$ cat src/inc/hnf_pkg.sv
// Function
// - Program pages of a block in ascending order (code checks this for 10h only, not for 15h)
// - Five address cycles, two column, three row
// - Poll first die with F1h until ready
// - Poll second die with F2h until ready
// - No plain 70h status while interleaving
// - Mask unused status bits
// - Command latched on write strobe rise, cmd latch
// - Data strobe low during 85h, 10h, 11h
// - Address latched on write strobe rise, addr latch
// - Data-in condition held through strobe burst
// - Data strobe steady before data-in condition
// - Bursts move an even number of bytes
// - Data-out condition held through read strobe burst
// - Read strobe steady before data-out condition
// - Latest failed block recorded; program and erase to it refused (code does this for 10h and D0h only; a 15h is neither recorded nor refused)
package hnf_pkg;
    // ------------------------------------------------
    // Register map and fields
    // ------------------------------------------------
    localparam logic [7:0] REG_CMD     = 8'h00;
    localparam logic [7:0] REG_STAT    = 8'h04;
    localparam logic [7:0] REG_RDATA   = 8'h08;
    localparam logic [7:0] REG_DIESTAT = 8'h0c;
    localparam logic [7:0] REG_BAD     = 8'h10;
    localparam int         BAD_VALID   = 31;
    localparam int         PAGE_W_DEF  = 8;
    // ------------------------------------------------
    // Flash command codes and status bits
    // ------------------------------------------------
    localparam logic [7:0] CMD_STATUS  = 8'h70;
    localparam logic [7:0] CMD_POLL1   = 8'hf1;
    localparam logic [7:0] CMD_POLL2   = 8'hf2;
    localparam logic [7:0] CMD_PROG    = 8'h10;
    localparam logic [7:0] CMD_ERASE   = 8'hd0;
    localparam logic [7:0] CMD_CBPROG  = 8'h15;
    localparam logic [7:0] CMD_READ    = 8'h30;
    localparam logic [7:0] CMD_CBREAD  = 8'h35;
    localparam int         BIT_FAIL    = 0;
    localparam int         BIT_RDY     = 6;
    localparam logic [7:0] STAT_MASK   = 8'hc7;
    localparam logic [2:0] ROW_FIRST   = 3'h2;
    // ------------------------------------------------
    // Timing
    // ------------------------------------------------
    localparam int         CLK_NS      = 50;
    localparam int         T_WHR_NS    = 120;
    localparam int         T_ADL_NS    = 300;
    localparam logic [3:0] WHR_CYC     = 4'((T_WHR_NS + CLK_NS - 1) / CLK_NS);
    localparam logic [3:0] ADL_CYC     = 4'((T_ADL_NS + CLK_NS - 1) / CLK_NS);
    localparam logic [3:0] GAP_MIN     = 4'h1;
    localparam logic [3:0] RPRE_CYC    = 4'h3; // Strobe sync depth plus one
    // ------------------------------------------------
    // Types
    // ------------------------------------------------
    typedef enum logic [2:0] {K_CMD, K_ADDR, K_WR, K_RD, K_POLL} hnf_kind_t;
    typedef struct packed {
        logic [11:0] rsvd;
        logic        die;
        hnf_kind_t   kind;
        logic [7:0]  b1;
        logic [7:0]  b0;
    } hnf_cmd_t;
    typedef struct packed {
        logic       ceN;
        logic       cmdLatch;
        logic       addrLatch;
        logic       weN;
        logic       readStrobeN;
        logic       dqsOut;
        logic       dqsOe;
        logic       dqOe;
        logic [7:0] dq;
    } hnf_pins_t;
    localparam hnf_pins_t PINS_IDLE = '{ceN: 1'b1, cmdLatch: 1'b0, addrLatch: 1'b0, weN: 1'b1,
        readStrobeN: 1'b1, dqsOut: 1'b0, dqsOe: 1'b1, dqOe: 1'b0, dq: 8'h00};
endpackage

$ cat src/hnf_host_ctrl.sv
`timescale 1ns/100ps
module hnf_host_ctrl #(
    parameter int PAGE_W = hnf_pkg::PAGE_W_DEF
) (
    input  wire logic              clk,
    input  wire logic              srst,
    input  wire logic              wb_cyc_i,
    input  wire logic              wb_stb_i,
    input  wire logic              wb_we_i,
    input  wire logic [7:0]        wb_adr_i,
    input  wire logic [3:0]        wb_sel_i,
    input  wire logic [31:0]       wb_dat_i,
    output logic      [31:0]       wb_dat_o,
    output logic                   wb_ack_o,
    input  wire logic [7:0]        dqIn,
    input  wire logic              dqsIn,
    output hnf_pkg::hnf_pins_t     pins
);
    typedef enum logic [3:0] {
        S_IDLE, S_WHI, S_GAP, S_WPRE, S_WB0, S_WB1, S_WPST, S_RPRE, S_RTOG, S_RWAIT, S_RPST, S_REND
    } hnf_state_t;

    hnf_state_t           state;
    hnf_pkg::hnf_kind_t   op;
    logic                 opDie;
    logic [7:0]           b1;
    logic [3:0]           gap;
    logic                 rdIdx;
    logic [15:0]          rdBuf;
    logic [7:0]           dqS1, dqS2;
    logic                 dqsS1, dqsS2, dqsPrev;
    logic [1:0]           dieBusy, dieWrite, lastValid;
    logic [7:0]           dieStat [2];
    logic [23:0]          lastRow [2];
    logic [23:0]          opRow [2];
    logic [23:0]          rowAddr, badBlock;
    logic                 badValid;
    logic [2:0]           addrIdx;
    logic                 refFlag, orderFlag, failFlag;

    // ------------------------------------------------
    // Helpers
    // ------------------------------------------------
    function automatic logic [23:0] blockOf(input logic [23:0] r);
        return r >> PAGE_W;
    endfunction

    function automatic logic [PAGE_W-1:0] pageOf(input logic [23:0] r);
        return r[PAGE_W-1:0];
    endfunction

    // Codes that start an array operation and leave the die busy
    function automatic logic isConfirm(input logic [7:0] c);
        return c == hnf_pkg::CMD_PROG || c == hnf_pkg::CMD_ERASE || c == hnf_pkg::CMD_CBPROG
            || c == hnf_pkg::CMD_READ || c == hnf_pkg::CMD_CBREAD;
    endfunction

    // ------------------------------------------------
    // Pin synchronisers
    // ------------------------------------------------
    // Strobe and data from the flash are asynchronous; both get the same delay
    always_ff @(posedge clk) begin
        dqS1  <= dqIn;
        dqS2  <= dqS1;
        dqsS1 <= dqsIn;
        dqsS2 <= dqsS1;
    end

    // ------------------------------------------------
    // Bus decode and order checks
    // ------------------------------------------------
    // Order word as software wrote it
    // Fields: byte 0, byte 1, kind and die
    hnf_pkg::hnf_cmd_t cw;
    wire busReq  = wb_cyc_i & wb_stb_i & ~wb_ack_o;
    wire wrCmd   = busReq & wb_we_i & (wb_adr_i == hnf_pkg::REG_CMD) & (&wb_sel_i);
    wire wrStat  = busReq & wb_we_i & (wb_adr_i == hnf_pkg::REG_STAT) & wb_sel_i[0];
    wire wrBad   = busReq & wb_we_i & (wb_adr_i == hnf_pkg::REG_BAD) & (&wb_sel_i);
    assign cw    = hnf_pkg::hnf_cmd_t'(wb_dat_i);
    wire isCmd   = cw.kind == hnf_pkg::K_CMD;
    wire kindOk  = cw.kind inside {hnf_pkg::K_CMD, hnf_pkg::K_ADDR, hnf_pkg::K_WR, hnf_pkg::K_RD,
                                   hnf_pkg::K_POLL};
    // Refusal keeps the flash legal even when software is not
    // A refused order only sets a flag; the bus never stalls
    wire blkBad  = badValid & (blockOf(rowAddr) == badBlock);
    wire sameBlk = blockOf(rowAddr) == blockOf(lastRow[cw.die]);
    wire orderBad = lastValid[cw.die] & sameBlk & (pageOf(rowAddr) <= pageOf(lastRow[cw.die]));
    wire progBad = isCmd & (cw.b0 == hnf_pkg::CMD_PROG) & (orderBad | blkBad);
    wire eraseBad = isCmd & (cw.b0 == hnf_pkg::CMD_ERASE) & blkBad;
    wire plainStat = isCmd & (cw.b0 == hnf_pkg::CMD_STATUS) & (|dieBusy);
    wire dieHeld = (cw.kind != hnf_pkg::K_POLL) & dieBusy[cw.die];
    wire refuse  = wrCmd & ((state != S_IDLE) | ~kindOk | dieHeld | plainStat | progBad | eraseBad);
    wire start   = wrCmd & ~refuse;

    // Read path events
    // Edges are seen on the synchronised strobe, two cycles late
    wire dqsEdge  = (state == S_RWAIT) & (dqsS2 != dqsPrev);
    wire pairDone = dqsEdge & rdIdx;
    wire isPoll   = op == hnf_pkg::K_POLL;
    wire pollDone = pairDone & isPoll & dqS2[hnf_pkg::BIT_RDY];
    // Settle time after the write strobe, chosen by order kind
    wire [3:0] gapLen = isPoll ? hnf_pkg::WHR_CYC
                      : (op == hnf_pkg::K_ADDR) ? hnf_pkg::ADL_CYC : hnf_pkg::GAP_MIN;

    // ------------------------------------------------
    // Pin sequencer
    // ------------------------------------------------
    // One bus cycle per order; chip select is dropped between orders
    always_ff @(posedge clk) begin
        if (srst) begin
            state   <= S_IDLE;
            pins    <= hnf_pkg::PINS_IDLE;
            op      <= hnf_pkg::K_CMD;
            opDie   <= 1'b0;
            b1      <= 8'h00;
            gap     <= 4'h0;
            rdIdx   <= 1'b0;
            rdBuf   <= 16'h0000;
            dqsPrev <= 1'b0;
        end else begin
            unique case (state)
                S_IDLE: begin
                    if (start) begin
                        op       <= cw.kind;
                        opDie    <= cw.die;
                        b1       <= cw.b1;
                        pins.ceN <= 1'b0;
                        unique case (cw.kind)
                            hnf_pkg::K_CMD, hnf_pkg::K_ADDR, hnf_pkg::K_POLL: begin
                                pins.cmdLatch  <= cw.kind != hnf_pkg::K_ADDR;
                                pins.addrLatch <= cw.kind == hnf_pkg::K_ADDR;
                                pins.weN       <= 1'b0;
                                pins.dqOe      <= 1'b1;
                                pins.dq        <= (cw.kind != hnf_pkg::K_POLL) ? cw.b0
                                                : (cw.die ? hnf_pkg::CMD_POLL2 : hnf_pkg::CMD_POLL1);
                                state          <= S_WHI;
                            end
                            // Strobe already held low since idle, so it is steady first
                            hnf_pkg::K_WR: begin
                                pins.dqOe <= 1'b1;
                                pins.dq   <= cw.b0;
                                state     <= S_WPRE;
                            end
                            default: begin
                                pins.dqsOe <= 1'b0;
                                gap        <= hnf_pkg::RPRE_CYC;
                                state      <= S_RPRE;
                            end
                        endcase
                    end
                end
                // Rising write strobe latches; data strobe stays driven low
                S_WHI: begin
                    pins.weN <= 1'b1;
                    gap      <= gapLen;
                    state    <= S_GAP;
                end
                // Latch enables fall one cycle after the strobe for hold time
                S_GAP: begin
                    pins.cmdLatch  <= 1'b0;
                    pins.addrLatch <= 1'b0;
                    if (gap == hnf_pkg::GAP_MIN) begin
                        if (isPoll) begin
                            pins.dqOe  <= 1'b0;
                            gap        <= hnf_pkg::RPRE_CYC;
                            pins.dqsOe <= 1'b0;
                            state      <= S_RPRE;
                        end else begin
                            pins  <= hnf_pkg::PINS_IDLE;
                            state <= S_IDLE;
                        end
                    end else begin
                        gap <= gap - 4'h1;
                    end
                end
                // Write burst: byte 0 on rising, byte 1 on falling strobe
                S_WPRE: begin
                    pins.dqsOut <= 1'b1;
                    state       <= S_WB0;
                end
                // Second byte gets a full cycle of setup before its edge
                S_WB0: begin
                    pins.dq <= b1;
                    state   <= S_WB1;
                end
                // Strobe falls for the second byte, so the burst ends low
                S_WB1: begin
                    pins.dqsOut <= 1'b0;
                    state       <= S_WPST;
                end
                // Postamble, then the pins go back to idle
                S_WPST: begin
                    pins  <= hnf_pkg::PINS_IDLE;
                    state <= S_IDLE;
                end
                // Read preamble: strobe held low for RPRE_CYC cycles, so the synchronised
                // data strobe shows the flash driving it, not the floating bus
                S_RPRE: begin
                    pins.readStrobeN <= 1'b0;
                    if (gap == hnf_pkg::GAP_MIN) begin
                        state <= S_RTOG;
                    end else begin
                        gap <= gap - 4'h1;
                    end
                end
                // Each toggle asks the flash for one more byte
                S_RTOG: begin
                    pins.readStrobeN <= ~pins.readStrobeN;
                    dqsPrev          <= dqsS2;
                    state            <= S_RWAIT;
                end
                // No timeout: a dead flash hangs here, visible as busy
                S_RWAIT: begin
                    if (dqsEdge) begin
                        rdBuf <= {dqS2, rdBuf[15:8]};
                        rdIdx <= ~rdIdx;
                        if (pairDone & ~(isPoll & ~dqS2[hnf_pkg::BIT_RDY])) begin
                            state <= S_RPST;
                        end else begin
                            state <= S_RTOG;
                        end
                    end
                end
                // Postamble: strobe back high before select is dropped
                S_RPST: begin
                    pins.readStrobeN <= 1'b1;
                    state            <= S_REND;
                end
                // Select rises last, so the flash lets go of its drivers
                S_REND: begin
                    pins  <= hnf_pkg::PINS_IDLE;
                    state <= S_IDLE;
                end
                // Illegal state code: fall back to idle pins
                default: begin
                    pins  <= hnf_pkg::PINS_IDLE;
                    state <= S_IDLE;
                end
            endcase
        end
    end

    // ------------------------------------------------
    // Die tracking and address capture
    // ------------------------------------------------
    // Row bytes are the third to fifth address cycles
    always_ff @(posedge clk) begin
        if (srst) begin
            rowAddr <= 24'h000000;
            addrIdx <= 3'h0;
        end else if (start & isCmd) begin
            addrIdx <= 3'h0;
        end else if (start & (cw.kind == hnf_pkg::K_ADDR)) begin
            unique case (addrIdx)
                3'h2: rowAddr[7:0]   <= cw.b0;
                3'h3: rowAddr[15:8]  <= cw.b0;
                3'h4: rowAddr[23:16] <= cw.b0;
                default: ;
            endcase
            if (addrIdx != 3'h5) begin
                addrIdx <= addrIdx + 3'h1;
            end
        end
    end

    // Busy is set by our own confirm and cleared only by a ready poll
    always_ff @(posedge clk) begin
        if (srst) begin
            dieBusy   <= 2'b00;
            dieWrite  <= 2'b00;
            lastValid <= 2'b00;
            dieStat   <= '{8'h00, 8'h00};
            lastRow   <= '{24'h000000, 24'h000000};
            opRow     <= '{24'h000000, 24'h000000};
            badBlock  <= 24'h000000;
            badValid  <= 1'b0;
        end else begin
            if (start & isCmd & isConfirm(cw.b0)) begin
                dieBusy[cw.die]  <= 1'b1;
                dieWrite[cw.die] <= (cw.b0 == hnf_pkg::CMD_PROG) | (cw.b0 == hnf_pkg::CMD_ERASE);
                opRow[cw.die]    <= rowAddr;
                if (cw.b0 == hnf_pkg::CMD_PROG) begin
                    lastRow[cw.die]   <= rowAddr;
                    lastValid[cw.die] <= 1'b1;
                end else if (cw.b0 == hnf_pkg::CMD_ERASE) begin
                    lastValid[cw.die] <= 1'b0;
                end
            end
            // Software may also enter a bad block by hand
            if (wrBad) begin
                badBlock <= wb_dat_i[23:0];
                badValid <= wb_dat_i[hnf_pkg::BAD_VALID];
            end
            // Only a ready answer is trusted; busy bytes carry no result
            if (pollDone) begin
                dieBusy[opDie] <= 1'b0;
                dieStat[opDie] <= dqS2 & hnf_pkg::STAT_MASK;
                if (dqS2[hnf_pkg::BIT_FAIL] & dieWrite[opDie]) begin
                    badBlock <= blockOf(opRow[opDie]);
                    badValid <= 1'b1;
                end
            end
        end
    end

    // ------------------------------------------------
    // Sticky flags, set wins over clear
    // ------------------------------------------------
    // A failure counts only after program or erase, never after a read
    // Order errors flag only the page order, not a bad-block hit
    wire failSet = pollDone & dqS2[hnf_pkg::BIT_FAIL] & dieWrite[opDie];
    always_ff @(posedge clk) begin
        if (srst) begin
            refFlag   <= 1'b0;
            orderFlag <= 1'b0;
            failFlag  <= 1'b0;
        end else begin
            refFlag   <= (refFlag & ~(wrStat & wb_dat_i[3])) | refuse;
            orderFlag <= (orderFlag & ~(wrStat & wb_dat_i[4])) | (wrCmd & progBad & orderBad);
            failFlag  <= (failFlag & ~(wrStat & wb_dat_i[5])) | failSet;
        end
    end

    // ------------------------------------------------
    // Wishbone answer
    // ------------------------------------------------
    // Unmapped addresses answer with zero, so a bad pointer never stalls the bus
    wire [31:0] rdMux = (wb_adr_i == hnf_pkg::REG_STAT)
                      ? {26'h0, failFlag, orderFlag, refFlag, dieBusy, state != S_IDLE}
                      : (wb_adr_i == hnf_pkg::REG_RDATA) ? {16'h0000, rdBuf}
                      : (wb_adr_i == hnf_pkg::REG_DIESTAT) ? {16'h0000, dieStat[1], dieStat[0]}
                      : (wb_adr_i == hnf_pkg::REG_BAD) ? {badValid, 7'h00, badBlock}
                      : 32'h00000000;

    // Registered answer: ack one cycle after the request is taken
    always_ff @(posedge clk) begin
        if (srst) begin
            wb_ack_o <= 1'b0;
            wb_dat_o <= 32'h00000000;
        end else begin
            wb_ack_o <= busReq;
            wb_dat_o <= rdMux;
        end
    end
endmodule

$ cat config.mk
export PLATFORM = sky130hd
export DESIGN_NAME = hnf_host_ctrl
export DESIGN_NICKNAME = d
export VERILOG_FILES = /design/src/inc/hnf_pkg.sv /design/src/hnf_host_ctrl.sv
export SDC_FILE = /design/constraint.sdc
export NUM_CORES = 1
export LEC_CHECK = 0
export ABC_AREA = 1
export BUFFER_PORTS_ARGS = -buffer_cell sky130_fd_sc_hd__buf_2
export CAP_MARGIN = 20
export CORE_UTILIZATION = 25
export DETAILED_ROUTE_END_ITERATION = 10
export GPL_ROUTABILITY_DRIVEN = 0
export PLACE_DENSITY = 0.42
export SYNTH_ARGS = -nofsm -noshare
export SYNTH_HDL_FRONTEND = slang
export SYNTH_SLANG_ARGS = --single-unit
$ cat constraint.sdc
create_clock -name clk -period 4 [get_ports clk]
set_input_delay 0.2 -clock clk [delete_from_list [all_inputs] [get_ports clk]]
set_output_delay 0.2 -clock clk [all_outputs]
set_load 0.02 [all_outputs]
Yosys cells after proc, flatten, opt, wreduce, memory -nomap -nowiden
Index checks and enable logic that the tools add are counted.
{ "op_classes": {"n_addsub": 2, "magnitude_cmp": 9, "eq_ne": 45, "muxes": 72, "bitwise": 76, "n_reduce_logical": 46} }
{ "op_table": {"columns": ["cell", "count"], "rows": [
  ["24-bit two-way mux", 10],
  ["48-bit bitwise mux", 2],
  ["16-bit two-way mux", 4],
  ["1-bit bitwise AND", 41],
  ["4-bit two-way mux", 10],
  ["4-bit case mux with 10 select lines", 1],
  ["8-bit case mux with 4 select lines", 1],
  ["24-bit demux with 1-bit select", 1],
  ["16-bit by 24-bit equality test with 1-bit output", 1],
  ["8-bit by 5-bit equality test with 1-bit output, second input constant", 3],
  ["8-bit two-way mux", 3],
  ["7-bit OR reduction", 3],
  ["4-bit AND reduction", 5],
  ["9-bit case mux with 2 select lines", 1],
  ["3-bit AND reduction", 6],
  ["1-bit NOT", 17],
  ["16-bit bitwise mux", 1],
  ["16-bit equality test", 1],
  ["8-bit by 4-bit equality test with 1-bit output, second input constant", 2],
  ["8-bit by 6-bit equality test with 1-bit output, second input constant", 2],
  ["2-bit two-way mux", 8],
  ["4-bit case mux with 4 select lines", 1],
  ["5-bit AND reduction", 3],
  ["2-bit inequality test, second input constant", 7],
  ["other kinds (54)", 116]
]} }
{ "totals": {"register_bits": 278, "out_inout_bits": 49, "wordCells": 294} }

Logic depth before layout (Yosys ltp)
Gate-level depths: netlist of run 1.
{ "depth": {"ltp_word": 20, "mapped_depth": 24, "ltp_nobuf": 21} }

Worst setup path after synthesis of run 1
Ideal clock, no wire load.
{ "synth_path": {"path_type": "input to register", "start": "in wb_dat_i[19]", "end": "reg opRow[17] in the netlist's numbering", "setup_ns": 0.116, "arrival_ns": 2.781, "required_ns": 3.884, "path_slack_ns": 1.104, "path_stages": 21, "path_buffers": 4, "cell_sequence": "buf_2 > buf_1 > clkbuf_1 > o21ai_0 > ha_1 > inv_1 > o21bai_1 > nand2_1 > nand2_1 > nand2_1 > nand2_1 > a21oi_1 > nand2_1 > nand2_1 > nand2_2 > nand4_4 > inv_2 > nand3_4 > buf_2 > o21ai_0 > nor2_1"} }
{ "synth_via": {"elab_chain_cells": 16, "word_cells_on_any_way": 30} }
{ "synth_rtl": {"columns": ["element", "line", "source"], "rows": [
  ["start, declared", "hnf_host_ctrl.sv:12", "input wire logic [31:0] wb_dat_i,"],
  ["parallel branches: the longest is 16 deep, another holds 8-bit <= comparator", null, null],
  ["end signal, assigned", "hnf_host_ctrl.sv:274", "opRow <= '{24'h000000, 24'h000000};"],
  ["end signal, assigned by index", "hnf_host_ctrl.sv:281", "opRow[cw.die] <= rowAddr;"],
  ["end, declared", "hnf_host_ctrl.sv:35", "logic [23:0] opRow [2];"]
]} }
Several ways; the timed one is not identified. The select of a mux whose other input is x is not followed.
A chain may end at the register's enable or synchronous reset.

Final worst setup path of run 1
{ "layout_path": {"start": "in wb_stb_i", "end": "reg lastRow[43] in the netlist's numbering"} }
{ "layout_via": {"elab_chain_cells": 11} }
{ "layout_rtl": {"columns": ["element", "line", "source"], "rows": [
  ["start, declared", "hnf_host_ctrl.sv:8", "input wire logic wb_stb_i,"],
  ["1-bit bitwise AND (*) (2 in series)", "hnf_host_ctrl.sv:75", "wire busReq = wb_cyc_i & wb_stb_i & ~wb_ack_o;"],
  ["1-bit bitwise AND (*) (3 in series)", "hnf_host_ctrl.sv:76", "wire wrCmd = busReq & wb_we_i & (wb_adr_i == hnf_pkg::REG_CMD) & (&wb_sel_i);"],
  ["1-bit bitwise AND", "hnf_host_ctrl.sv:92", "wire refuse = wrCmd & ((state != S_IDLE) | ~kindOk | dieHeld | plainStat | progBad | eraseBad);"],
  ["1-bit NOT", "hnf_host_ctrl.sv:93", "wire start = wrCmd & ~refuse;"],
  ["1-bit bitwise AND (*)", "hnf_host_ctrl.sv:93", null],
  ["1-bit bitwise AND (*) (2 in series)", "hnf_host_ctrl.sv:278", "if (start & isCmd & isConfirm(cw.b0)) begin"],
  ["2-bit AND reduction (no source line) (*)", null, null],
  ["end signal, assigned", "hnf_host_ctrl.sv:273", "lastRow <= '{24'h000000, 24'h000000};"],
  ["end signal, assigned by index", "hnf_host_ctrl.sv:283", "lastRow[cw.die] <= rowAddr;"],
  ["end, declared", "hnf_host_ctrl.sv:34", "logic [23:0] lastRow [2];"]
]} }
Every way passes the cells marked *; elsewhere a longest branch is shown, timed or not.

==> metrics.csv, run 1 <==
stage,metric,value,unit
setup_path,"Top cell by count, worst path",inv_1,
sta,count of pins over their slew limit,0,
cts,clock latency on the worst-skew pair,0.57,ns
placement,I/O Buffers,92,
finish,final non-filler cell total,2425,
finish,Area growth syn-to-layout,20.9,%
sta,crit path time final,3.54,ns
setup_path,Critical Path Max Stage Delay,0.63,ns
floorplan,io pins,107,
finish,register area,4980,µm²
floorplan,Die W,218,µm
setup_path,crit path DAT,4.05,ns
sta,final hold vios,0,
global_routing,largest net degree at the start of global routing,61,
setup_path,WP data required,4.51,ns
sta,Hold Worst Slack,0.00485,ns
floorplan,Core ar.,45700,µm²
power_and_ir_drop,Power Density,478,nW/µm²
power_and_ir_drop,Leakage,0.00596,µW
global_routing,total gr overflow,0,
status,outcome,finished clean,
synth,synth unique cells,49,
drt,drt first pass iters,5,
power_and_ir_drop,total power draw,6730,µW
synth,Mapped Area,11700,µm²
synth,Post-synth ARST share,0,%
synth,post-synth top area share,42.8,%
drt,post-DR wirelength/cell,15.9,µm
placement,Inst Count DP,2337,
power_and_ir_drop,"IR drop worst, VDD",0.000301,V
placement,dpl hpwl,27.2,mm
sta,Final period util,88.5,%
synth,Synth area leader,dfxtp_1,
global_routing,GRT Util Overall,16.2,%
job,max_cap viols,0,
cts,clk slew on worst S/H paths,0.06,ns
floorplan,row cnt,78,
setup_path,cell breakdown of the critical path,"dlygate4sd3_1, buf_2, nand2_1, dlygate4sd3_1, nor2_1, inv_1, nor2_1, nand4_1, inv_1, nand2_1, inv_1, nand4_4, nor2_8, nand3_4, nand2_1, inv_1, nor2_1",
sta,Slew Limit Headroom,30.0,%
cts,CTS max path bufs,3,
synth,dominant cell by count in the synthesized netlist,nand2_1,
cts,H-Tree Depth,1,
setup_path,CP Max Fanout,52,
synth,ys flop type,dfxtp_1,
finish,nets@finish,1873,
sta,setup violators final,0,
synth,"EDFF count, synth",0,
finish,layout cell share with drive strength beyond 1,10.9,%
finish,"Design Area, Final",14100,µm²
floorplan,Die ar.,47500,µm²
floorplan,Die Y,218,µm
cts,CTS tree,yes,
drt,Vias,11000,
placement,Placed Area,12700,µm²
drt,DRT Wirelength,38.5,mm
finish,ANT cells,0,
drt,vias per cell,4.53,
synth,yosys warns,0,
synth,Synth Instances,1698,
worst_hold_path,hold path depth,3,
synth,"top cells by area, synth","dfxtp_1 43%, nand2_1 12%, nor2_1 9.1%",
synth,"Seq/Total Area, Yosys",42.8,%
synth,Syn Area/Cell,6.86,µm²
finish,# fillers,5088,
global_routing,first-pass GRT wire length,60.4,mm
setup_path,Setup crit end kind,register,
finish,area taken by multi-input logic gates,5390,µm²
synth,Post-synth top cells,"384 x nand2_1, 282 x nor2_1, 249 x dfxtp_1, 236 x inv_1, 135 x o21ai_0",
drt,# DRC,0,
floorplan,Initial Util,25.5,%
sta,Worst Clk Skew,0.0140,ns
setup_path,CP Launch Type,input port,
global_routing,initial antenna violation count,0,
worst_hold_path,Worst Hold Class,in2reg,
setup_path,R2R cell count,20,
cts,total CTS buffers,31,
cts,CTS root buf,clkbuf_16,
drt,First DRT Iteration DRCs,790,
sta,TNS Setup,0,ns
sta,slew at the pin with the worst max-slew slack,1.04,ns
sta,RSZ-0062 raised after global routing,no,
drt,ANT nets after route,0,
setup_path,CP max stage cell,nor2_8,
setup_path,critical path class,in2reg,
global_routing,vias in the first global route,10500,
cts,clk sinks,249,
synth,"flops & latches, synth",249,
setup_path,r2r setup slk,0.62,ns
sta,f_max,282,MHz
## power by group
group          internal (µW)  total [µW]  switching (µW)  leakage [µW]
logic                    338        1070             736       0.00340
clock network           1890        3030            1140      0.000545
registers               2570        2630            56.8       0.00202
total                   4800        6730            1930       0.00596
## state kept, by name, indices dropped and copies added (netlist names), 8 cells and up, named ones only
name / cells
badBlock: 24
wb_dat_o: 25
b1: 8
opRow: 32
dqS1: 8
rdBuf: 16
dieStat: 10
lastRow: 48
rowAddr: 24
dqS2: 8
pins: 16
## layout make-up
cell class	instances	share of cell area [%]
Inverter	247	6.60
Clock buffer	44	6.42
Tap cell	600	5.33
Clock inverter	14	1.50
Timing Repair Buffer	143	6.52
Sequential cell	249	35.4
Multi-Input combinational cell	1128	38.3
## critical path: cells and delay by family
family	cells	cell delay, ns
buf+inv	7	1.60
simple gates	10	2.21
## per-layer routing
metal  part of all wire, %  wire length, µm  global-route usage (%)
met1                    51            19500                    22.8
met5                     0                0                       0
met3                   3.6             1390                    2.43
met2                    44            17100                    26.2
met4                   1.3              493                    2.52
## final timing paths
path,from,end
hold / removal,wb_dat_i[1],rowAddr[1]$_SDFFE_PP0P_
setup reg to reg,lastRow[1]$_SDFFE_PP0P_,lastRow[43]$_SDFFE_PP0P_
hold reg to reg,dqsS1$_DFF_P_,dqsS2$_DFF_P_
setup / recovery,wb_stb_i,lastRow[43]$_SDFFE_PP0P_
## cells by family (layout without fill, tap and decap cells)
kind of cell / count (synthesis) / in the layout / synth area share, %
buf+inv: 327 / 448 / 11.1
xor+xnor: 6 / 6 / 0.451
simple gates: 807 / 807 / 29.6
fa+ha+maj: 15 / 15 / 1.61
other cells: 1 / 7 / 0.0322
compound gates: 293 / 293 / 14.4
flops: 249 / 249 / 42.8
## timing repair
item                                   in CTS  in global routing
endpoints found under the hold margin      37                  0
hold buffers                               30                  0
gates resized for setup                     0                  0
setup buffers                               0                  0
## through the flow
stage	utilization, %	worst slack [ns]
floorplan	-	1.10
global placement	27.8	0.135
CTS	30.9	0.412
detailed placement	27.8	0.128
global route	30.9	0.0109
finish	30.9	0.459
## placed cells by master (no fill, tap or decap), types with 5 or more instances in the layout
master,count
nor3_1,8
buf_2,92
a311oi_1,16
ha_1,15
nand4_1,59
o22ai_1,5
nor4_1,6
a221oi_1,12
dfxtp_1,249
clkbuf_1,5
inv_2,11
conb_1,7
bufinv_16,5
clkbuf_8,8
nand2_1,384
o21ai_0,135
inv_1,235
nor2_1,282
a211oi_1,20
buf_4,21
dlygate4sd3_1,30
nand3_1,43
a21oi_1,86
clkbuf_16,31
Note: power is estimated with default switching activity, not from simulation.
==> run 2: changes to the inputs <==
--- a/config.mk
+++ b/config.mk
@@ -9,9 +9,10 @@
 export BUFFER_PORTS_ARGS = -buffer_cell sky130_fd_sc_hd__buf_2
 export CAP_MARGIN = 20
 export CORE_UTILIZATION = 25
+export CTS_CLUSTER_DIAMETER = 150
 export DETAILED_ROUTE_END_ITERATION = 10
 export GPL_ROUTABILITY_DRIVEN = 0
-export PLACE_DENSITY = 0.42
+export PLACE_DENSITY = 0.49
 export SYNTH_ARGS = -nofsm -noshare
 export SYNTH_HDL_FRONTEND = slang
 export SYNTH_SLANG_ARGS = --single-unit
==> run 2 against run 1 <==
Net effect: maximum frequency rose by 9.3%; clock power fell by 18%; sequential share of layout area rose by 0.80 points; non-clock buffer count fell by 7; final cell count fell by 0.62%; hold slack improved by 0.018 ns; critical endpoint is now lastRow[38]$_SDFFE_PP0P_; largest cell class unchanged.
==> metrics.csv, run 2 (synthesis results as in run 1) <==
stage,metric,value,unit,change
status,outcome,finished clean,,unchanged
sta,TNS Setup,0,ns,unchanged
setup_path,"delay-heaviest family, CP",simple AND/OR/NAND/NOR gates,,unchanged
setup_path,CP Launch Type,input port,,unchanged
finish,ANT cells,0,,unchanged
sta,count of pins over their slew limit,0,,unchanged
setup_path,Crit path depth,17,,unchanged
setup_path,origin of the critical flop-to-flop path,state[0]$_SDFFE_PP0P_,,was lastRow[1]$_SDFFE_PP0P_
setup_path,critical path class,in2reg,,unchanged
cts,# Post-CTS Setup Buffers,0,,unchanged
finish,post-layout util,30.2,%,was 30.9%
sta,setup violators final,0,,unchanged
floorplan,row cnt,78,,unchanged
sta,Final period util,81.0,%,was 88.5%
sta,Final Worst Setup Slack,0.761,ns,was 0.459 ns
finish,Top reg by flops,lastRow,,unchanged
finish,"Design Area, Final",13800,µm²,was 14100 µm²
worst_hold_path,Worst Hold Class,in2reg,,unchanged
setup_path,Critical Path Sink,lastRow[38]$_SDFFE_PP0P_,,was lastRow[43]$_SDFFE_PP0P_
floorplan,Die Y,218,µm,unchanged
drt,DRT Wirelength,36.0,mm,was 38.5 mm
cts,total CTS buffers,28,,was 31
cts,H-Tree Depth,1,,unchanged
global_routing,vias in the first global route,10100,,was 10500
global_routing,first-pass GRT wire length,56.6,mm,was 60.4 mm
drt,vias per cell,4.55,,was 4.53
setup_path,Setup crit end kind,register,,unchanged
sta,RSZ-0062 raised after global routing,no,,unchanged
setup_path,R2R cell count,13,,was 20
placement,I/O Buffers,92,,unchanged
cts,cts hold-fix bufs,24,,was 30
sta,crit path time final,3.24,ns,was 3.54 ns
power_and_ir_drop,Leakage,0.00581,µW,was 0.00596 µW
setup_path,r2r setup slk,0.88,ns,was 0.62 ns
global_routing,largest net degree at the start of global routing,79,,was 61
placement,Placed Area,12700,µm²,about the same
setup_path,worst r2r dst,badBlock[0]$_SDFF_PP0_,,was lastRow[43]$_SDFFE_PP0P_
setup_path,Critical Path Max Stage Delay,0.54,ns,was 0.63 ns
job,max_cap viols,0,,unchanged
global_routing,total gr overflow,0,,unchanged
drt,# DRC,0,,unchanged
power_and_ir_drop,Power Density,448,nW/µm²,was 478 nW/µm²
setup_path,WP data required,4.48,ns,was 4.51 ns
placement,dpl hpwl,25.6,mm,was 27.2 mm
setup_path,crit path from,wb_stb_i,,unchanged
sta,Worst Clk Skew,0.0309,ns,was 0.0140 ns
drt,ANT nets after route,0,,unchanged
floorplan,Die ar.,47500,µm²,unchanged
finish,Regs by FF count,"lastRow (48), opRow (32), wb_dat_o (25)",,unchanged
sta,f_max,309,MHz,was 282 MHz
floorplan,Core ar.,45700,µm²,unchanged
drt,Vias,11000,,about the same
cts,CTS max path bufs,3,,unchanged
finish,layout cell share with drive strength beyond 1,10.2,%,was 10.9%
setup_path,number of buffers and inverters on the critical path,7,,unchanged
floorplan,io pins,107,,unchanged
finish,# fillers,5020,,was 5088
placement,dpl ws,0.464,ns,was 0.128 ns
drt,First DRT Iteration DRCs,802,,was 790
sta,slew at the pin with the worst max-slew slack,0.949,ns,was 1.04 ns
global_routing,initial antenna violation count,0,,unchanged
cts,clk sinks,249,,unchanged
cts,CTS tree,yes,,unchanged
power_and_ir_drop,total power draw,6170,µW,was 6730 µW
power_and_ir_drop,"IR drop worst, VDD",0.000314,V,was 0.000301 V
setup_path,"Top cell by count, worst path",inv_1,,unchanged
finish,Area growth syn-to-layout,18.3,%,was 20.9%
cts,Resized Gates After CTS,0,,unchanged
setup_path,CP Max Fanout,26,,was 52
finish,most frequent cells in the layout,"384 x nand2_1, 282 x nor2_1, 249 x dfxtp_1, 235 x inv_1, 135 x o21ai_0",,unchanged
drt,post-DR wirelength/cell,14.9,µm,was 15.9 µm
finish,Largest register FFs,48,,unchanged
sta,final hold vios,0,,unchanged
floorplan,Die W,218,µm,unchanged
cts,clk slew on worst S/H paths,0.05,ns,was 0.06 ns
setup_path,CP max stage cell,dlygate4sd3_1,,was nor2_8
floorplan,Initial Util,25.5,%,unchanged
global_routing,GRT Util Overall,15.0,%,was 16.2%
finish,"commonest non-fill, non-tap cell in the layout",nand2_1,,unchanged
finish,nets@finish,1863,,was 1873
cts,CTS root buf,clkbuf_16,,unchanged
sta,Slew Limit Headroom,36.2,%,was 30.0%
drt,drt first pass iters,5,,unchanged
setup_path,cell breakdown of the critical path,"dlygate4sd3_1, buf_2, nand2_1, dlygate4sd3_1, nor2_1, inv_1, nor2_1, nand4_1, inv_1, nand2_1, inv_1, nand4_4, nor2_8, nand3_4, nand2_1, inv_1, nor2_1",,unchanged
setup_path,crit path DAT,3.72,ns,was 4.05 ns
cts,clock latency on the worst-skew pair,0.57,ns,about the same
[run 2: changes by cell type in the layout (fill, tap and decap cells not counted)]
cell / change
dlygate4sd3_1: -6
inv_6: -2
clkbuf_16: -3
clkinvlp_4: -1
clkinv_8: +1
clkbuf_8: -4
inv_4: -1
bufinv_16: -4
clkbuf_1: +6
buf_4: -1
[run 2: worst min path at each step]
stage                  from                  endpoint  depth (start not counted)  slack [ns]
2_1_floorplan       dqIn[0]           dqS1[0]$_DFF_P_                          0        0.23
3_3_place_gp          dqsIn             dqsS1$_DFF_P_                          1        0.30
3_5_place_dp        dqIn[7]           dqS1[7]$_DFF_P_                          1        0.30
4_1_cts        wb_dat_i[10]        b1[2]$_SDFFE_PP0P_                          3       0.003
5_1_grt         wb_dat_i[7]  rowAddr[23]$_SDFFE_PP0P_                          3        0.03
6_report       wb_dat_i[10]        b1[2]$_SDFFE_PP0P_                          3        0.02
[run 2: power breakdown]
part | switching (µW) | leakage [µW] | internal, µW
clock | 1050 | 0.000424 | 1430
combinational | 728 | 0.00337 | 332
sequential | 55.5 | 0.00202 | 2570
[run 2: through the flow]
step,hold slack [ns],instances
after global placement,0.303,2336
final,0.0225,2410
after global routing,0.0293,2410
after CTS,0.00334,2410
after floorplan,0.228,1704
after detailed placement,0.304,2336
[run 2: worst reg2reg max path, cell delays in order (launching register included)]
cell,delay (ns)
dfxtp_1,0.42
inv_1,0.06
nor2_1,0.11
inv_1,0.10
nor2_1,0.13
nand2_1,0.39
inv_2,0.44
nand2_1,0.14
nor3_2,0.13
buf_4,0.17
nand2_1,0.12
inv_2,0.47
a211oi_1,0.11
a311oi_1,0.22
[run 2: final cells by class]
| type | instances | area (µm²) | area share (%) |
|---|---|---|---|
| multi-input combinational | 1128 | 5390 | 39.1 |
| sequential | 249 | 4980 | 36.2 |
| inverter | 247 | 928 | 6.74 |
| timing repair buffer | 136 | 851 | 6.17 |
| clock buffer | 43 | 797 | 5.78 |
| tap | 600 | 751 | 5.45 |
| clock inverter | 7 | 77.6 | 0.563 |
[run 2: layer usage]
metal	vias up	track usage, %	part of all wire [%]
li1	5618	-	-
met1	5039	20.8	48
met2	267	24.1	44
met3	50	2.59	6.0
met4	0	3.59	2.1
met5	-	0	0
==> run 3: changes to the inputs <==
--- a/config.mk
+++ b/config.mk
@@ -5,7 +5,7 @@
 export SDC_FILE = /design/constraint.sdc
 export NUM_CORES = 1
 export LEC_CHECK = 0
-export ABC_AREA = 1
+export ABC_AREA = 0
 export BUFFER_PORTS_ARGS = -buffer_cell sky130_fd_sc_hd__buf_2
 export CAP_MARGIN = 20
 export CORE_UTILIZATION = 25
==> constraint.sdc (replaced) <==
create_clock -name clk -period 3 [get_ports clk]
set_input_delay 0.15 -clock clk [delete_from_list [all_inputs] [get_ports clk]]
set_output_delay 0.15 -clock clk [all_outputs]
set_load 0.02 [all_outputs]
==> run 3 against run 2 <==
Net effect: sequential share of layout area decreased by 0.23 points; final cell count decreased by 18%; global-route usage decreased by 0.61 points; clock power increased by 53%; combinational power increased by 23%; critical path depth decreased by 8; die area decreased by 3.1%; non-clock buffer count increased by 46; via count decreased by 14%; hold slack improved by 0.013 ns; largest cell class unchanged.
==> metrics.csv, run 3 <==
stage,metric,value,unit,change
placement,Inst Count DP,1900,,was 2336
drt,First DRT Iteration DRCs,648,,was 802
setup_path,worst r2r dst,state[2]$_SDFFE_PP0P_,,was badBlock[0]$_SDFF_PP0_
setup_path,origin of the critical flop-to-flop path,wb_ack_o$_SDFF_PP0_,,was state[0]$_SDFFE_PP0P_
floorplan,row cnt,77,,was 78
finish,Regs by FF count,"lastRow (48), opRow (32), wb_dat_o (25)",,unchanged
setup_path,CP max stage cell,or4b_4,,was dlygate4sd3_1
drt,# DRC,0,,unchanged
synth,"Seq/Total Area, Yosys",44.2,%,was 42.8%
finish,Area growth syn-to-layout,22.8,%,was 18.3%
synth,Post-synth ARST share,0,%,unchanged
finish,layout cell share with drive strength beyond 1,18.0,%,was 10.2%
synth,synth unique cells,74,,was 49
synth,dominant cell by count in the synthesized netlist,dfxtp_1,,was nand2_1
power_and_ir_drop,Leakage,0.00575,µW,was 0.00581 µW
cts,CTS root buf,clkbuf_16,,unchanged
floorplan,Initial Util,25.4,%,was 25.5%
setup_path,critical path class,reg2reg,,was in2reg
cts,CTS max path bufs,3,,unchanged
placement,dpl hpwl,23.4,mm,was 25.6 mm
synth,Post-synth top cells,"249 x dfxtp_1, 154 x nor2_1, 136 x nand2_1, 116 x mux2i_1, 99 x a21oi_1",,"was 384 x nand2_1, 282 x nor2_1, 249 x dfxtp_1, 236 x inv_1, 135 x o21ai_0"
synth,Synth area leader,dfxtp_1,,unchanged
sta,final hold vios,0,,unchanged
worst_hold_path,hold path depth,4,,was 3
status,outcome,finished clean,,unchanged
setup_path,number of buffers and inverters on the critical path,2,,was 7
sta,RSZ-0062 raised after global routing,no,,unchanged
setup_path,Crit path depth,9,,was 17
sta,f_max,364,MHz,
synth,post-synth top area share,44.2,%,was 42.8%
global_routing,vias in the first global route,9021,,was 10100
job,max_cap viols,0,,unchanged
cts,# Post-CTS Setup Buffers,0,,unchanged
cts,clk sinks,249,,unchanged
setup_path,crit path from,wb_ack_o$_SDFF_PP0_,,was wb_stb_i
synth,yosys warns,0,,unchanged
finish,"commonest non-fill, non-tap cell in the layout",dfxtp_1,,was nand2_1
drt,post-DR wirelength/cell,17.3,µm,was 14.9 µm
finish,ANT cells,0,,unchanged
drt,vias per cell,4.76,,was 4.55
floorplan,Die W,214,µm,was 218 µm
setup_path,r2r setup slk,0.25,ns,was 0.88 ns
setup_path,CP Launch Type,register,,was input port
drt,ANT nets after route,0,,unchanged
worst_hold_path,Worst Hold Class,in2reg,,unchanged
synth,Mapped Area,11300,µm²,was 11700 µm²
synth,"EDFF count, synth",0,,unchanged
setup_path,R2R cell count,9,,was 13
synth,"top cells by area, synth","dfxtp_1 44%, mux2i_1 10%, nor2_1 5.1%",,"was dfxtp_1 43%, nand2_1 12%, nor2_1 9.1%"
floorplan,Die ar.,46000,µm²,was 47500 µm²
setup_path,WP data required,3.50,ns,was 4.48 ns
sta,count of pins over their slew limit,0,,unchanged
global_routing,first-pass GRT wire length,52.6,mm,was 56.6 mm
finish,Top reg by flops,lastRow,,unchanged
global_routing,GRT Util Overall,14.4,%,was 15.0%
power_and_ir_drop,"IR drop worst, VDD",0.000372,V,was 0.000314 V
cts,clock latency on the worst-skew pair,0.55,ns,was 0.57 ns
power_and_ir_drop,Power Density,615,nW/µm²,was 448 nW/µm²
global_routing,initial antenna violation count,0,,unchanged
placement,I/O Buffers,92,,unchanged
setup_path,"delay-heaviest family, CP",simple AND/OR/NAND/NOR gates,,unchanged
cts,CTS tree,yes,,unchanged
cts,total CTS buffers,28,,unchanged
drt,DRT Wirelength,34.2,mm,was 36.0 mm
finish,final non-filler cell total,1978,,was 2410
floorplan,Die Y,214,µm,was 218 µm
global_routing,total gr overflow,0,,unchanged
cts,H-Tree Depth,1,,unchanged
floorplan,io pins,107,,unchanged
finish,most frequent cells in the layout,"249 x dfxtp_1, 153 x nor2_1, 136 x nand2_1, 116 x mux2i_1, 99 x a21oi_1",,"was 384 x nand2_1, 282 x nor2_1, 249 x dfxtp_1, 235 x inv_1, 135 x o21ai_0"
sta,crit path time final,2.75,ns,
setup_path,CP Max Fanout,27,,was 26
drt,Vias,9423,,was 11000
setup_path,crit path DAT,3.25,ns,was 3.72 ns
setup_path,Critical Path Sink,state[2]$_SDFFE_PP0P_,,was lastRow[38]$_SDFFE_PP0P_
synth,Synth Instances,1260,,was 1698
setup_path,cell breakdown of the critical path,"and3b_1, nand4_1, or4b_4, a311oi_4, buf_4, o31ai_4, buf_12, a21oi_1, a31o_2",,"was dlygate4sd3_1, buf_2, nand2_1, dlygate4sd3_1, nor2_1, inv_1, nor2_1, nand4_1, inv_1, nand2_1, inv_1, nand4_4, nor2_8, nand3_4, nand2_1, inv_1, nor2_1"
sta,Slew Limit Headroom,39.8,%,was 36.2%
synth,ys flop type,dfxtp_1,,unchanged
cts,clk slew on worst S/H paths,0.06,ns,was 0.05 ns
floorplan,Core ar.,44400,µm²,was 45700 µm²
synth,"flops & latches, synth",249,,unchanged
sta,TNS Setup,0,ns,unchanged
sta,setup violators final,0,,unchanged
sta,slew at the pin with the worst max-slew slack,0.904,ns,was 0.949 ns
sta,Final period util,91.7,%,
synth,Syn Area/Cell,8.96,µm²,was 6.86 µm²
sta,Worst Clk Skew,0.0178,ns,was 0.0309 ns
finish,nets@finish,1439,,was 1863
setup_path,Setup crit end kind,register,,unchanged
finish,Largest register FFs,48,,unchanged
setup_path,Critical Path Max Stage Delay,0.68,ns,was 0.54 ns
global_routing,largest net degree at the start of global routing,153,,was 79
drt,drt first pass iters,5,,unchanged
run 3: cell types whose count changed after synthesis, sizes merged, moves of 35 or more:
cell    delta
nand2    -250
mux2i    +116
inv      -229
nor2     -134
clkbuf    +35
o21ai     -99
nand4     -44
run 3: worst reg2reg max path, cell delays in order (launching register included):
cell	delay (ns)
dfxtp_1	0.31
and3b_1	0.25
nand4_1	0.24
or4b_4	0.68
a311oi_4	0.25
buf_4	0.22
o31ai_4	0.10
buf_12	0.18
a21oi_1	0.27
a31o_2	0.19
run 3: cell type report:
type / count / area [µm²]
Inverter: 18 / 67.6
Multi-Input combinational cell: 887 / 5740
Sequential cell: 249 / 4980
Timing Repair Buffer: 182 / 1310
Clock inverter: 16 / 272
Clock buffer: 34 / 753
Tap cell: 592 / 741
Fill cell: 4603 / 30500
run 3: cell families (layout without fill, tap and decap cells):
kind of cell | after synthesis | count (layout) | share of synthesized area (%)
AOI/OAI and AO/OA | 258 | 258 | 15.5
xor gates and xnor gates | 36 | 36 | 2.79
adders and majority gates | 15 | 15 | 1.66
buffers and inverters | 130 | 250 | 5.65
DFF | 249 | 249 | 44.2
muxes | 129 | 129 | 11.6
other | 1 | 7 | 0.0332
and+or+nand+nor | 442 | 442 | 18.6
run 3: what timing repair did:
action                                 in CTS  in global routing
endpoints found under the hold margin      43                  0
setup endpoints to repair                   0                 67
resized for setup                           0                  3
hold buffers                               28                  0
run 3: stage by stage:
stage | hold WS, ns | total power [µW] | setup slack [ns] | util (%) | area [µm²]
6_report | 0.0351 | 8530 | 0.250 | 31.2 | 13900
5_1_grt | 0.0400 | 8880 | 0.0723 | 31.2 | 13900
4_1_cts | 0.0178 | 8630 | 0.0405 | 31.2 | 13900
3_5_place_dp | 0.254 | 4780 | 0.000436 | 28.3 | 12500
3_3_place_gp | 0.254 | 4770 | 0.0299 | 28.3 | 12500
2_1_floorplan | 0.178 | 4350 | 0.0398 | - | 11300
run 3: worst min-delay path by stage:
stage / from / to / slack, ns
global route: wb_adr_i[4] / refFlag$_SDFF_PP0_ / 0.04
detailed placement: dqIn[5] / dqS1[5]$_DFF_P_ / 0.25
global placement: dqIn[4] / dqS1[4]$_DFF_P_ / 0.25
floorplan: dqIn[0] / dqS1[0]$_DFF_P_ / 0.18
CTS: wb_adr_i[4] / refFlag$_SDFF_PP0_ / 0.02
finish: wb_adr_i[4] / refFlag$_SDFF_PP0_ / 0.04
run 3: power breakdown:
part / leakage, µW / internal, µW / switching, µW / total [µW]
clock: 0.000500 / 2380 / 1420 / 3800
sequential: 0.00201 / 3380 / 60.6 / 3440
combinational: 0.00323 / 491 / 804 / 1300
run 3: routing by layer:
layer	wire length [µm]	track usage [%]	vias to the layer above
met2	15600	23.1	244
met3	1440	1.79	43
met1	16400	20.4	4522
met4	761	3.60	0
li1	-	-	4614
met5	0	0	-
